==> config.mk <==
export PLATFORM = sky130hd
export DESIGN_NAME = tmw_timer
export DESIGN_NICKNAME = d
export VERILOG_FILES = /design/src/pkg/tmw_pkg.sv /design/src/logic/tmw_timer.sv /design/src/logic/tmw_prescaler.sv /design/src/logic/tmw_out_unit.sv
export SDC_FILE = /design/constraint.sdc
export NUM_CORES = 1
export LEC_CHECK = 0
export ABC_AREA = 1
export BUFFER_PORTS_ARGS = -buffer_cell sky130_fd_sc_hd__buf_2
export CORE_MARGIN = 4
export CORE_UTILIZATION = 50
export CTS_CLUSTER_DIAMETER = 50
export DETAILED_ROUTE_END_ITERATION = 7
export GPL_TIMING_DRIVEN = 0
export PLACE_DENSITY_LB_ADDON = 0.2
export SYNTH_ARGS = -nofsm -noshare
export SYNTH_HDL_FRONTEND = slang
export SYNTH_SLANG_ARGS = --single-unit
==> constraint.sdc <==
create_clock -name CLK -period 3.6 [get_ports CLK]
set_clock_uncertainty 0.15 [all_clocks]
set_input_delay 0.18 -clock CLK [delete_from_list [all_inputs] [get_ports CLK]]
set_output_delay 0.18 -clock CLK [all_outputs]
set_load 0.02 [all_outputs]
==> src/pkg/tmw_pkg.sv <==
`default_nettype none
package tmw_pkg;
	// ------------------------------------------------------------
	// register map (byte addresses)
	// ------------------------------------------------------------
	localparam logic [7:0] ADR_WOC  = 8'h80;
	localparam logic [7:0] ADR_STC  = 8'h84;
	localparam logic [7:0] ADR_CMPA = 8'h88;
	localparam logic [7:0] ADR_CMPB = 8'h8c;
	localparam logic [7:0] ADR_CAP  = 8'h90;
	localparam logic [7:0] ADR_CNT  = 8'h94;
	localparam logic [7:0] ADR_STAT = 8'h98;
	localparam logic [7:0] ADR_CLR  = 8'h9c;
	localparam logic [7:0] ADR_IEN  = 8'ha0;
	localparam logic [7:0] ADR_PIN  = 8'ha4;
	localparam logic [7:0] RST_BYTE = 8'h00;
	localparam logic [15:0] RST_WORD = 16'h0000;
	// ------------------------------------------------------------
	// field positions
	// ------------------------------------------------------------
	localparam int F_ACT_A  = 6;
	localparam int F_ACT_B  = 4;
	localparam int F_WGM_LO = 0;
	localparam int F_WGM_HI = 3;
	localparam int F_CS     = 0;
	localparam int ST_OVF   = 0;
	localparam int ST_MA    = 1;
	localparam int ST_MB    = 2;
	localparam int P_DDR_A  = 0;
	localparam int P_DDR_B  = 1;
	localparam int P_PRT_A  = 2;
	localparam int P_PRT_B  = 3;
	localparam logic [7:0] WOC_MASK = 8'hf3;
	localparam logic [7:0] STC_MASK = 8'h1f;
	// ------------------------------------------------------------
	// modes, tops, tick sources
	// ------------------------------------------------------------
	localparam logic [3:0] M_PC8 = 4'h1, M_PC9 = 4'h2, M_PC10 = 4'h3, M_CTC_A = 4'h4;
	localparam logic [3:0] M_FP8 = 4'h5, M_FP9 = 4'h6, M_FP10 = 4'h7, M_PFC_C = 4'h8;
	localparam logic [3:0] M_PFC_A = 4'h9, M_PC_C = 4'ha, M_PC_A = 4'hb, M_CTC_C = 4'hc;
	localparam logic [3:0] M_FP_C = 4'he, M_FP_A = 4'hf;
	localparam logic [15:0] TOP_MAX = 16'hffff, TOP_8 = 16'h00ff, TOP_9 = 16'h01ff, TOP_10 = 16'h03ff;
	localparam logic [2:0] CS_STOP = 3'h0, CS_D1 = 3'h1, CS_D8 = 3'h2, CS_D64 = 3'h3;
	localparam logic [2:0] CS_D256 = 3'h4, CS_D1024 = 3'h5, CS_FALL = 3'h6, CS_RISE = 3'h7;
	localparam logic [9:0] MSK_D8 = 10'h007, MSK_D64 = 10'h03f, MSK_D256 = 10'h0ff, MSK_D1024 = 10'h3ff;
	typedef enum logic [3:0] {
		MC_NONPWM = 4'b0001,
		MC_FAST   = 4'b0010,
		MC_PC     = 4'b0100,
		MC_PFC    = 4'b1000
	} tmw_class_t;
	function automatic tmw_class_t mode_class(input logic [3:0] m);
		case (m)
			M_PC8, M_PC9, M_PC10, M_PC_C, M_PC_A: mode_class = MC_PC;
			M_FP8, M_FP9, M_FP10, M_FP_C, M_FP_A: mode_class = MC_FAST;
			M_PFC_C, M_PFC_A:                     mode_class = MC_PFC;
			default:                              mode_class = MC_NONPWM;
		endcase
	endfunction
endpackage
`default_nettype wire

==> src/logic/tmw_timer.sv <==
// Implementation choice: the Wishbone register port.
`timescale 1ns/1ns
`default_nettype none
module tmw_timer
	import tmw_pkg::*;
(
	input  wire logic        CLK,
	input  wire logic        RST_N,
	input  wire logic        WB_CYC_I,
	input  wire logic        WB_STB_I,
	input  wire logic        WB_WE_I,
	input  wire logic [7:0]  WB_ADR_I,
	input  wire logic [3:0]  WB_SEL_I,
	input  wire logic [31:0] WB_DAT_I,
	output logic      [31:0] WB_DAT_O,
	output logic             WB_ACK_O,
	input  wire logic        EXT_COUNT_PIN,
	output logic             CMP_A_O,
	output logic             CMP_A_OE,
	output logic             CMP_B_O,
	output logic             CMP_B_OE,
	output logic             CAP_PIN_EN,
	output logic             IRQ
);
	import tmw_pkg::*;

	logic [7:0]  woc_r;
	logic [7:0]  stc_r;
	logic [15:0] cmpa_act_r;
	logic [15:0] cmpa_buf_r;
	logic [15:0] cmpb_act_r;
	logic [15:0] cmpb_buf_r;
	logic [15:0] cap_r;
	logic [15:0] cnt_r;
	logic [15:0] cnt_nxt;
	logic        down_r;
	logic        down_nxt;
	logic [2:0]  stat_r;
	logic [2:0]  ien_r;
	logic [3:0]  pin_r;
	logic        ack_r;
	logic [31:0] dat_r;
	logic [31:0] rd_mux;

	// ------------------------------------------------------------
	// bus decode
	// ------------------------------------------------------------
	wire req_w  = WB_CYC_I & WB_STB_I;
	wire new_w  = req_w & ~ack_r;
	wire wr_w   = req_w & WB_WE_I & ack_r;
	wire wr_woc = wr_w & (WB_ADR_I == ADR_WOC);
	wire wr_stc = wr_w & (WB_ADR_I == ADR_STC);
	wire wr_ca  = wr_w & (WB_ADR_I == ADR_CMPA);
	wire wr_cb  = wr_w & (WB_ADR_I == ADR_CMPB);
	wire wr_cap = wr_w & (WB_ADR_I == ADR_CAP);
	wire wr_clr = wr_w & (WB_ADR_I == ADR_CLR) & WB_SEL_I[0];
	wire wr_ien = wr_w & (WB_ADR_I == ADR_IEN) & WB_SEL_I[0];
	wire wr_pin = wr_w & (WB_ADR_I == ADR_PIN) & WB_SEL_I[0];

	function automatic logic [15:0] merge16(input logic [15:0] old, input logic [31:0] d, input logic [3:0] s);
		merge16 = {s[1] ? d[15:8] : old[15:8], s[0] ? d[7:0] : old[7:0]};
	endfunction

	// ------------------------------------------------------------
	// mode decode
	// ------------------------------------------------------------
	wire [1:0]  act_a = woc_r[F_ACT_A +: 2];
	wire [1:0]  act_b = woc_r[F_ACT_B +: 2];
	wire [3:0]  mode  = {stc_r[F_WGM_HI +: 2], woc_r[F_WGM_LO +: 2]};
	wire [2:0]  cs    = stc_r[F_CS +: 3];
	wire tmw_class_t cls = mode_class(mode);
	wire top_cap = (mode == M_PFC_C) | (mode == M_PC_C) | (mode == M_CTC_C) | (mode == M_FP_C);
	wire top_ca  = (mode == M_PFC_A) | (mode == M_PC_A) | (mode == M_CTC_A) | (mode == M_FP_A);
	wire top8    = (mode == M_PC8) | (mode == M_FP8);
	wire top9    = (mode == M_PC9) | (mode == M_FP9);
	wire top10   = (mode == M_PC10) | (mode == M_FP10);
	wire [15:0] top_w = top_cap ? cap_r : top_ca ? cmpa_act_r : top8 ? TOP_8 :
		top9 ? TOP_9 : top10 ? TOP_10 : TOP_MAX;
	wire dual   = (cls == MC_PC) | (cls == MC_PFC);
	wire buffed = cls != MC_NONPWM;
	wire tog_a  = (cls == MC_FAST) ? (mode == M_FP_C | mode == M_FP_A) :
		(mode == M_PFC_A | mode == M_PC_A);

	// ------------------------------------------------------------
	// tick source
	// ------------------------------------------------------------
	logic tick;
	tmw_prescaler u_pre (
		.clk     (CLK),
		.rst_n   (RST_N),
		.sel     (cs),
		.ext_pin (EXT_COUNT_PIN),
		.tick    (tick)
	);

	// ------------------------------------------------------------
	// counter sequence
	// ------------------------------------------------------------
	wire at_top  = cnt_r >= top_w;
	wire at_bot  = cnt_r == RST_WORD;
	wire at_max  = cnt_r == TOP_MAX;
	// every count event below is gated by the tick enable
	wire wrap_s  = tick & ~dual & (cnt_r == top_w);
	wire fast_b  = tick & (cls == MC_FAST) & at_top;
	wire turn_t  = tick & dual & ~down_r & at_top;
	wire turn_b  = tick & dual & down_r & at_bot;
	wire upd_pt  = (cls == MC_FAST) ? fast_b : (cls == MC_PC) ? turn_t : turn_b;
	wire ovf_evt = (cls == MC_NONPWM) ? (tick & at_max) :
		(cls == MC_FAST) ? fast_b : turn_b;
	wire match_a = tick & (cnt_r == cmpa_act_r);
	wire match_b = tick & (cnt_r == cmpb_act_r);

	always_comb begin
		cnt_nxt  = cnt_r;
		down_nxt = down_r;
		if (tick) begin
			if (!dual) begin
				// a lowered top below the count in fast modes wraps at once
				cnt_nxt = (wrap_s || fast_b) ? RST_WORD : cnt_r + 16'h0001;
				down_nxt = 1'b0;
			end else if (!down_r) begin
				cnt_nxt  = at_top ? cnt_r - 16'h0001 : cnt_r + 16'h0001;
				down_nxt = at_top;
			end else begin
				cnt_nxt  = at_bot ? cnt_r + 16'h0001 : cnt_r - 16'h0001;
				down_nxt = ~at_bot;
			end
		end
	end

	always_ff @(posedge CLK) begin
		if (!RST_N) begin
			cnt_r  <= RST_WORD;
			down_r <= 1'b0;
		end else begin
			cnt_r  <= cnt_nxt;
			down_r <= down_nxt;
		end
	end

	// ------------------------------------------------------------
	// compare registers and buffers
	// ------------------------------------------------------------
	// immediate modes merge a partial write into the active value, not a stale buffer
	wire [15:0] ca_wr = merge16(buffed ? cmpa_buf_r : cmpa_act_r, WB_DAT_I, WB_SEL_I);
	wire [15:0] cb_wr = merge16(buffed ? cmpb_buf_r : cmpb_act_r, WB_DAT_I, WB_SEL_I);
	always_ff @(posedge CLK) begin
		if (!RST_N) begin
			cmpa_buf_r <= RST_WORD;
			cmpb_buf_r <= RST_WORD;
		end else begin
			if (wr_ca) cmpa_buf_r <= ca_wr;
			if (wr_cb) cmpb_buf_r <= cb_wr;
		end
	end
	always_ff @(posedge CLK) begin
		if (!RST_N) begin
			cmpa_act_r <= RST_WORD;
			cmpb_act_r <= RST_WORD;
		end else if (!buffed) begin
			if (wr_ca) cmpa_act_r <= ca_wr;
			if (wr_cb) cmpb_act_r <= cb_wr;
		end else if (upd_pt) begin
			cmpa_act_r <= cmpa_buf_r;
			cmpb_act_r <= cmpb_buf_r;
		end
	end

	// ------------------------------------------------------------
	// control registers
	// ------------------------------------------------------------
	always_ff @(posedge CLK) begin
		if (!RST_N) begin
			woc_r <= RST_BYTE;
			stc_r <= RST_BYTE;
			cap_r <= RST_WORD;
			pin_r <= '0;
			ien_r <= '0;
		end else begin
			if (wr_woc && WB_SEL_I[0]) woc_r <= WB_DAT_I[7:0] & WOC_MASK;
			if (wr_stc && WB_SEL_I[0]) stc_r <= WB_DAT_I[7:0] & STC_MASK;
			if (wr_cap) cap_r <= merge16(cap_r, WB_DAT_I, WB_SEL_I);
			if (wr_pin) pin_r <= WB_DAT_I[3:0];
			if (wr_ien) ien_r <= WB_DAT_I[2:0];
		end
	end

	// ------------------------------------------------------------
	// status and interrupt: a hardware set beats a clear in the same cycle
	// ------------------------------------------------------------
	wire [2:0] evt_w = {match_b, match_a, ovf_evt};
	wire [2:0] clr_w = wr_clr ? WB_DAT_I[2:0] : 3'h0;
	always_ff @(posedge CLK) begin
		if (!RST_N)
			stat_r <= '0;
		else
			stat_r <= (stat_r & ~clr_w) | evt_w;
	end
	assign IRQ = |(stat_r & ien_r);

	// ------------------------------------------------------------
	// compare output units
	// ------------------------------------------------------------
	logic oc_a;
	logic oc_b;
	tmw_out_unit u_oa (
		.clk        (CLK),
		.rst_n      (RST_N),
		.cls        (cls),
		.act        (act_a),
		.tog_ok     (tog_a),
		.match      (match_a),
		.cmp_is_top (cmpa_act_r == top_w),
		.bottom     (fast_b),
		.dir_down   (down_r),
		.ddr        (pin_r[P_DDR_A]),
		.port       (pin_r[P_PRT_A]),
		.oc         (oc_a),
		.pin_o      (CMP_A_O),
		.pin_oe     (CMP_A_OE)
	);
	// channel B never toggles in PWM modes
	tmw_out_unit u_ob (
		.clk        (CLK),
		.rst_n      (RST_N),
		.cls        (cls),
		.act        (act_b),
		.tog_ok     (1'b0),
		.match      (match_b),
		.cmp_is_top (cmpb_act_r == top_w),
		.bottom     (fast_b),
		.dir_down   (down_r),
		.ddr        (pin_r[P_DDR_B]),
		.port       (pin_r[P_PRT_B]),
		.oc         (oc_b),
		.pin_o      (CMP_B_O),
		.pin_oe     (CMP_B_OE)
	);

	assign CAP_PIN_EN = ~top_cap;

	// ------------------------------------------------------------
	// read path: one wait state, unmapped reads give zero
	// ------------------------------------------------------------
	always_comb begin
		case (WB_ADR_I)
			ADR_WOC:  rd_mux = {24'h0, woc_r};
			ADR_STC:  rd_mux = {24'h0, stc_r};
			ADR_CMPA: rd_mux = {16'h0, buffed ? cmpa_buf_r : cmpa_act_r};
			ADR_CMPB: rd_mux = {16'h0, buffed ? cmpb_buf_r : cmpb_act_r};
			ADR_CAP:  rd_mux = {16'h0, cap_r};
			ADR_CNT:  rd_mux = {16'h0, cnt_r};
			ADR_STAT: rd_mux = {29'h0, stat_r};
			ADR_IEN:  rd_mux = {29'h0, ien_r};
			ADR_PIN:  rd_mux = {28'h0, pin_r};
			default:  rd_mux = 32'h0;
		endcase
	end
	always_ff @(posedge CLK) begin
		if (!RST_N) begin
			ack_r <= 1'b0;
			dat_r <= 32'h0;
		end else begin
			ack_r <= new_w;
			if (new_w) dat_r <= rd_mux;
		end
	end
	assign WB_ACK_O = ack_r;
	assign WB_DAT_O = dat_r;
endmodule
`default_nettype wire

==> src/logic/tmw_prescaler.sv <==
`timescale 1ns/1ns
`default_nettype none
module tmw_prescaler
	import tmw_pkg::*;
(
	input  wire logic       clk,
	input  wire logic       rst_n,
	input  wire logic [2:0] sel,
	input  wire logic       ext_pin,
	output logic            tick
);
	logic [9:0] div_r;
	logic [2:0] sync_r;
	logic       lvl_r;
	logic       lvl_old_r;
	logic       lvl_nxt;
	logic       rise_w;
	logic       fall_w;
	// ------------------------------------------------------------
	// external count pin: three stages, change taken once the last two stages agree
	// ------------------------------------------------------------
	assign lvl_nxt = (sync_r[1] == sync_r[2]) ? sync_r[2] : lvl_r;
	assign rise_w  = lvl_r & ~lvl_old_r;
	assign fall_w  = ~lvl_r & lvl_old_r;
	always_ff @(posedge clk) begin
		if (!rst_n) begin
			div_r     <= '0;
			sync_r    <= '0;
			lvl_r     <= 1'b0;
			lvl_old_r <= 1'b0;
		end else begin
			div_r     <= div_r + 10'h001;
			sync_r    <= {sync_r[1:0], ext_pin};
			lvl_r     <= lvl_nxt;
			lvl_old_r <= lvl_r;
		end
	end
	// the divider runs free, so the first tick after a select change may be early
	always_comb begin
		case (sel)
			CS_D1:    tick = 1'b1;
			CS_D8:    tick = (div_r & MSK_D8) == MSK_D8;
			CS_D64:   tick = (div_r & MSK_D64) == MSK_D64;
			CS_D256:  tick = (div_r & MSK_D256) == MSK_D256;
			CS_D1024: tick = (div_r & MSK_D1024) == MSK_D1024;
			CS_FALL:  tick = fall_w;
			CS_RISE:  tick = rise_w;
			default:  tick = 1'b0;
		endcase
	end
endmodule
`default_nettype wire

==> src/logic/tmw_out_unit.sv <==
`timescale 1ns/1ns
`default_nettype none
module tmw_out_unit
	import tmw_pkg::*;
(
	input  wire logic       clk,
	input  wire logic       rst_n,
	input  wire tmw_pkg::tmw_class_t cls,
	input  wire logic [1:0] act,
	input  wire logic       tog_ok,
	input  wire logic       match,
	input  wire logic       cmp_is_top,
	input  wire logic       bottom,
	input  wire logic       dir_down,
	input  wire logic       ddr,
	input  wire logic       port,
	output logic            oc,
	output logic            pin_o,
	output logic            pin_oe
);
	logic oc_r;
	logic oc_nxt;
	logic own_w;
	logic pwm_w;
	assign pwm_w = cls != MC_NONPWM;
	assign own_w = (act != 2'b00) && !(pwm_w && act == 2'b01 && !tog_ok);
	always_comb begin
		oc_nxt = oc_r;
		if (act == 2'b01 && match && (!pwm_w || tog_ok))
			oc_nxt = ~oc_r;
		else if (act[1]) begin
			case (cls)
				MC_NONPWM: if (match) oc_nxt = act[0];
				MC_FAST: begin
					// a match at top is dropped; the bottom action still runs
					if (match && !cmp_is_top) oc_nxt = act[0];
					if (bottom) oc_nxt = ~act[0];
				end
				MC_PC, MC_PFC: if (match) oc_nxt = dir_down ? ~act[0] : act[0];
				default: oc_nxt = oc_r;
			endcase
		end
	end
	always_ff @(posedge clk) begin
		if (!rst_n)
			oc_r <= 1'b0;
		else
			oc_r <= oc_nxt;
	end
	assign oc     = oc_r;
	assign pin_o  = own_w ? oc_r : port;
	assign pin_oe = ddr;
endmodule
`default_nettype wire

==> flow_summary_export.csv, run 1 <==
group,metric,value,unit
status,run_status,"completed",
logic_synthesis,synth_top_cell_by_area,"dfxtp_1",
worst_setup_path,reg2reg_to,"cmpb_act_r[15]",
timing,setup_viol,0,
worst_setup_path,worstSetupPathDepth,22,
timing,fin_crit,3380,ps
timing,fmax,0.295,GHz
clock_tree,numCtsBuffers,17,
logic_synthesis,yosysUniqueCellTypes,47,
logic_synthesis,synth_top_area_frac,0.308,
place,globalplace.congestion,1.01,
clock_tree,insertion_delay,450,ps
worst_setup_path,crit_buf_inv,5,
layout,drive_gt1_frac,0.106,
logic_synthesis,syn_area_per_cell,6.12,um2
layout,final_cells,2000,
layout,area_delta_synth_final,15.5,%
clock_tree,cts_max_path_buffers,2,
route,drc,0,
worst_setup_path,endpoint,"cmpb_act_r[15]",
layout,final_util,0.587,
worst_setup_path,cp_cell_sequence,"inv_2, nand2_1, nand3_1, nand2_4, buf_6, nand2_1, nand3_1, nand2_1, inv_1, ha_1, nand2_1, inv_1, o21ai_0, a21oi_1, nor2_2, nand3_1, nand2_2, o211ai_4, nor2_4, buf_4, nor2_1, nor2_1",
worst_setup_path,critPathKind,"register to register",
timing,slew_headroom,0.298,
global_routing,grt_max_degree,17,
timing,tightest_slew,1040,ps
worst_setup_path,rr_startpoint,"woc_r[1]",
clock_tree,clock_sink_count,152,
worst_setup_path,start_kind,"register",
logic_synthesis,synth_seq_cells,152,
route,firstDrtPassIters,6,
place,post-place-cells,1947,
timing,fin_tns_setup,0,ps
die,design.core.area,19500,um2
worst_setup_path,critical_path.endpoint_type,"register",
worst_setup_path,crit_required,3810,ps
layout,finalNetCount,1792,
die,die_h,149,um
route,num_vias,11000,
worst_setup_path,crit_top_cell,"nand2_1",
worst_hold_path,hold_class,"primary input to register",
logic_synthesis,ys_seq_area_frac,0.308,
die,rows,51,
route,vias_per_cell,5.52,
worst_setup_path,cp_top_family,"simple AND/OR/NAND/NOR gates",
flow_run,maxCapViolCount,0,
place,port_buffers,52,
layout,antenna_cells,0,
global_routing,antenna_found_initial,1,
power_and_ir_drop,ir_worst_vdd,291,uV
worst_setup_path,critPathSlowestCell,"dfxtp_2",
timing,rsz0062_at_grt,"no",
clock_tree,clk_pin_slew,70,ps
global_routing,grt_pass1_vias,9898,
timing,finalHoldViolations,0,
layout,finalInstanceArea,11400,um2
worst_setup_path,cp_slowest_stage_delay,410,ps
global_routing,grt_use_total,0.341,
worst_setup_path,rrSetupSlack,220,ps
place,dpl_cell_area,10500,um2
worst_setup_path,crit_path_start,"woc_r[1]",
clock_tree,cts_root_buf,"clkbuf_16",
worst_setup_path,cp.arrival,3590,ps
route,wirelength,37700,um
worst_setup_path,ff2ff_path_depth,22,
die,pin_count,89,
logic_synthesis,netlist_top_cells_area,"dfxtp_1 (31%), nand2_1 (17%), o21ai_0 (8.2%)",
logic_synthesis,synthesis.area,9880,um2
global_routing,grt_overflow_total,0,
power_and_ir_drop,power.leakage,5.45,nW
worst_setup_path,crit_path_max_fanout,10,
timing,finalMaxSlewViolations,0,
clock_tree,cts_tree,"yes",
die,fp.dieW,149,um
timing,period_share,0.940,
logic_synthesis,syn-instance-count,1615,
die,die-area,22100,um2
global_routing,grt_pass1_wl,57500,um
power_and_ir_drop,cellPowerDensity,336,nW/um2
route,wl_per_cell,18.9,um
route,drt-initial-drc-count,1394,
logic_synthesis,ys_warn_count,0,
die,start_util,0.508,
place,hpwl,30300,um
clock_tree,htreeDepth,4,
route,drt.antenna.violating_nets,0,
worst min-delay path by stage:
stage | depth (start not counted) | from | endpoint
floorplan | 2 | EXT_COUNT_PIN | u_pre.sync_r[0]
global placement | 3 | EXT_COUNT_PIN | u_pre.sync_r[0]
detailed placement | 3 | EXT_COUNT_PIN | u_pre.sync_r[0]
CTS | 3 | WB_DAT_I[2] | ien_r[2]
global route | 3 | WB_DAT_I[2] | ien_r[2]
finish | 3 | WB_DAT_I[2] | ien_r[2]
registers in the layout, summed over array words and instances, names as in the netlist, 10 cells and up:
signal / count
WB_DAT_O: 16
cap_r: 16
cmpa_act_r: 16
cmpa_buf_r: 16
cmpb_act_r: 16
cmpb_buf_r: 16
cnt_r: 16
u_pre.div_r: 10
stage by stage:
stage,setup slack (ps),power (mW),hold WS (ps)
finish,215,3.83,34.9
global route,8.47,3.93,32.9
CTS,11.7,3.83,9.70
detailed placement,-162,1.90,219
global placement,-142,1.90,221
floorplan,654,1.83,128
what timing repair did:
item,CTS,global route
setup buffers,0,7
resized for setup,9,13
endpoints found under the hold margin,21,0
setup endpoints to repair,38,47
hold buffers,14,0
pin swaps,0,3
layout make-up:
type,instances,area (um2)
fillers,2031,8050
multi-input cells,1197,5780
flip-flops and latches,152,3050
inverters,194,728
clock buffers,19,453
repair buffers,73,453
plain buffers,87,443
well taps,265,332
clock inverters,13,174
where the power goes:
group / leakage, nW / internal, mW / switching [mW]
combinational: 3.91 / 0.0575 / 0.138
sequential: 1.23 / 1.68 / 0.00264
clock: 0.310 / 1.10 / 0.855
cells in the mapped netlist (all sizes together):
library cell / number
conb: 1
o21a: 1
o22ai: 7
o41ai: 2
o21bai: 1
xnor2: 10
a41oi: 1
o31ai: 1
o2111ai: 6
a22oi: 5
nand4: 29
buf: 44
nand2: 457
or2: 2
nor4: 9
ha: 20
nor2: 183
o211ai: 7
xor2: 30
dfxtp: 152
a31oi: 6
o2bb2ai: 2
o221ai: 3
inv: 189
clkbuf: 43
a221oi: 1
a211oi: 2
a21oi: 115
nor3: 33
a31o: 1
o21ai: 167
o311ai: 1
clkinv: 5
nand3: 79
layout by cell type, fill, tap and decap left out, drive strengths merged:
cell         instances
nor2               183
o221ai               3
bufinv               2
o21ai              167
o21bai               1
o311ai               1
inv                198
o31ai                1
o21a                 1
o2bb2ai              2
a22oi                5
nor3                33
or2                  2
dlygate4sd3         14
clkbuf              63
buf                102
a21oi              115
o22ai                7
o211ai               7
a221oi               1
clkinv               7
nor4                 9
a31o                 1
xor2                30
a211oi               2
nand3               79
conb                16
xnor2               10
dfxtp              152
ha                  20
o2111ai              6
o41ai                2
a41oi                1
nand2              457
nand4               29
a31oi                6
logic make-up after synthesis:
group                      synth area share
and+or+nand+nor                       0.332
AOI/OAI and AO/OA                     0.182
buffers and inverters                 0.117
DFF                                   0.308
xor gates and xnor gates             0.0355
adders and majority gates            0.0253
other                              0.000380
tightest hold or removal path: cells and delay by family:
family / cells / cell delay, ps
AOI/OAI and AO/OA: 1 / 160
buffers and inverters: 2 / 260
per-layer routing:
layer,vias to the layer above,track usage,part of all wire
met1,5053,0.500,0.45
met2,501,0.505,0.43
met3,60,0.0695,0.098
li1,5423,-,-
met4,2,0.104,0.027
met5,-,0,0.00021
Power figures use the tool's default switching activity.
==> run 2, diff against run 1 <==
MAX_ROUTING_LAYER = met4   (was default)
SYNTH_HIERARCHICAL = 1   (was default)
==> flow_summary_export.csv, run 2 <==
group,metric,value,unit
clock_tree,clk_pin_slew,80,ps
power_and_ir_drop,p_comb_frac,0.054,
place,port_buffers,53,
place,post-place-cells,2086,
clock_tree,clock_sink_count,152,
logic_synthesis,synth_top_area_frac,0.283,
layout,drive_gt1_frac,0.128,
die,design.core.area,21100,um2
timing,fin_crit,3410,ps
logic_synthesis,ys_seq_area_frac,0.283,
route,num_vias,12200,
die,die_h,155,um
worst_hold_path,hold_start,"WB_DAT_I[2]",
power_and_ir_drop,internal_power,2.76,mW
worst_hold_path,holdPathStages,3,
worst_setup_path,critPathKind,"register to register",
logic_synthesis,ys_async_sr_fraction,0,
layout,finalNetCount,1924,
worst_hold_path,holdPathEnd,"pin_r[2]",
flow_run,maxCapViolCount,0,
power_and_ir_drop,power.leakage,5.86,nW
logic_synthesis,synth_common_cells,"nand2_1 (473), inv_1 (203), nor2_1 (197)",
logic_synthesis,syn_area_per_cell,6.18,um2
clock_tree,cts_root_buf,"clkbuf_16",
route,wl_per_cell,19.5,um
route,firstDrtPassIters,8,
global_routing,grt_pass1_wl,63500,um
die,pin_count,89,
layout,antenna_cells,0,
route,drt-initial-drc-count,1554,
clock_tree,insertion_delay,440,ps
logic_synthesis,ys_warn_count,6,
layout,final_cells,2142,
worst_setup_path,critical_path.endpoint_type,"register",
power_and_ir_drop,switchingPower,1.05,mW
global_routing,grt_overflow_total,0,
worst_setup_path,rrSetupSlack,190,ps
place,hpwl,32800,um
die,fp.dieW,155,um
global_routing,grt_max_degree,19,
place,globalplace.congestion,1.06,
logic_synthesis,synth_seq_cells,152,
layout,layout.cells.most_common_list,"nand2_1 (468), inv_1 (200), nor2_1 (192), dfxtp_1 (150), nand3_1 (139)",
global_routing,grt_pass1_vias,11100,
power_and_ir_drop,cellPowerDensity,307,nW/um2
route,vias_per_cell,5.68,
global_routing,antenna_found_initial,0,
route,drt.antenna.violating_nets,0,
timing,finalMaxSlewViolations,0,
clock_tree,numCtsBuffers,17,
timing,slew_headroom,0.427,
layout,area_delta_synth_final,15.3,%
worst_setup_path,crit_path_max_fanout,10,
die,die-area,23900,um2
logic_synthesis,yosysMostFrequentCell,"nand2_1",
timing,worst_slack,189,ps
worst_setup_path,cp.arrival,3600,ps
place,dpl_worst_slack,-787,ps
power_and_ir_drop,swShare,0.277,
die,rows,53,
logic_synthesis,netlist_top_cells_area,"dfxtp_1 (28%), nand2_1 (16%), inv_1 (7.1%)",
logic_synthesis,syn-instance-count,1742,
timing,tightest_slew,860,ps
clock_tree,cts_tree,"yes",
route,drc,0,
clock_tree,htreeDepth,4,
route,wirelength,41800,um
timing,fmax,0.293,GHz
power_and_ir_drop,power_frac_seq,0.443,
worst_hold_path,hold_class,"primary input to register",
logic_synthesis,yosysUniqueCellTypes,51,
power_and_ir_drop,clkPwrFrac,0.503,
worst_setup_path,ff2ff_path_depth,27,
logic_synthesis,synthesis.area,10800,um2
die,start_util,0.510,
worst_setup_path,rr_startpoint,"woc_r[0]",
logic_synthesis,synth_top_cell_by_area,"dfxtp_1",
worst_setup_path,start_kind,"register",
layout,mostFrequentLayoutCell,"nand2_1",
status,run_status,"completed",
global_routing,grt_use_total,0.352,
timing,setup_viol,0,
timing,period_share,0.947,
logic_synthesis,synth_edf_count,0,
worst_setup_path,reg2reg_to,"u_ob/oc",
worst_setup_path,crit_required,3790,ps
power_and_ir_drop,ir_worst_vdd,278,uV
clock_tree,cts_max_path_buffers,2,
timing,finalHoldViolations,0,
logic_synthesis,synth_top_flop_cell,"dfxtp_1",
==> run 2: routing by layer <==
metal,up-vias,track usage,part of all wire
met4,0,0.136,0.039
met2,647,0.539,0.45
met1,5574,0.467,0.43
li1,5837,-,-
met5,-,-,0
met3,102,0.0585,0.090
==> run 2: power groups by stage <==
stage                     clock, mW  sequential, mW  combinational, mW
after floorplan                   0            1.73              0.116
after global placement            0            1.73              0.188
after detailed placement          0            1.73              0.188
after CTS                      1.92            1.69              0.201
after global routing           1.99            1.69              0.223
final                          1.92            1.69              0.206
==> run 2: critical path, stage by stage (launching register included) <==
cell and delay, ps:
dfxtp_1 310, buf_6 140, inv_4 90, nor2_2 50
inv_2 70, nand3_4 120, buf_12 170, a21oi_2 190
inv_1 120, ha_1 310, nand2_1 50, nor2_1 130
nand2_1 140, o21ai_2 170, nor2_2 90, nand2_2 80
nand2_2 90, buf_8 150, inv_2 80, inv_1 50
nand2_1 60, nor2_1 40, nor2_1 80, nand2_1 60
nand2_1 50, nand2_1 70, nor2_1 130, nor2_2 50
==> run 2: layout make-up <==
class	instances	area, um2
Timing Repair Buffer	78	490
Clock buffer	17	425
Multi-Input combinational cell	1297	6540
Fill cell	2145	8680
Inverter	217	817
Clock inverter	15	199
Tap cell	275	344
Sequential cell	152	3050
Buffer	91	544
==> run 2: logic make-up after synthesis <==
logic type / after synthesis / share of synthesized area
DFF: 152 / 0.283
other: 1 / 0.000348
and+or+nand+nor: 930 / 0.377
xor gates and xnor gates: 49 / 0.0399
adders and majority gates: 20 / 0.0233
AOI/OAI and AO/OA: 281 / 0.153
buffers and inverters: 309 / 0.123
==> run 2: stage by stage <==
step	TNS (ps)	util	total power [mW]	instance area (um2)	hold slack [ps]
final	0	0.588	3.81	12400	10.6
after global placement	-15970	0.542	1.92	11400	242
after floorplan	0	-	1.84	10800	128
after CTS	-0.0950	0.582	3.81	12300	4.86
after global routing	-7.01	0.588	3.90	12400	40.2
after detailed placement	-15740	0.542	1.92	11400	251
==> run 2: worst max path at each step <==
stage	to	start	slack (ps)	depth (start not counted)
2_1_floorplan	u_ob/oc	woc_r[0]	360	27
3_3_place_gp	u_oa/oc	stc_r[4]	-780	25
3_5_place_dp	u_ob/oc	stc_r[4]	-790	25
4_1_cts	cnt_r[7]	stc_r[3]	-0.1	19
5_1_grt	u_oa/oc	stc_r[3]	-7	29
6_report	u_ob/oc	woc_r[0]	190	27
==> run 2: timing repair <==
item / CTS / global route
endpoints found under the hold margin: 23 / 0
buffers inserted: 2 / 8
pin swaps: 3 / 6
hold buffers: 15 / 0
endpoints found under the setup margin: 50 / 50
resized for setup: 19 / 28
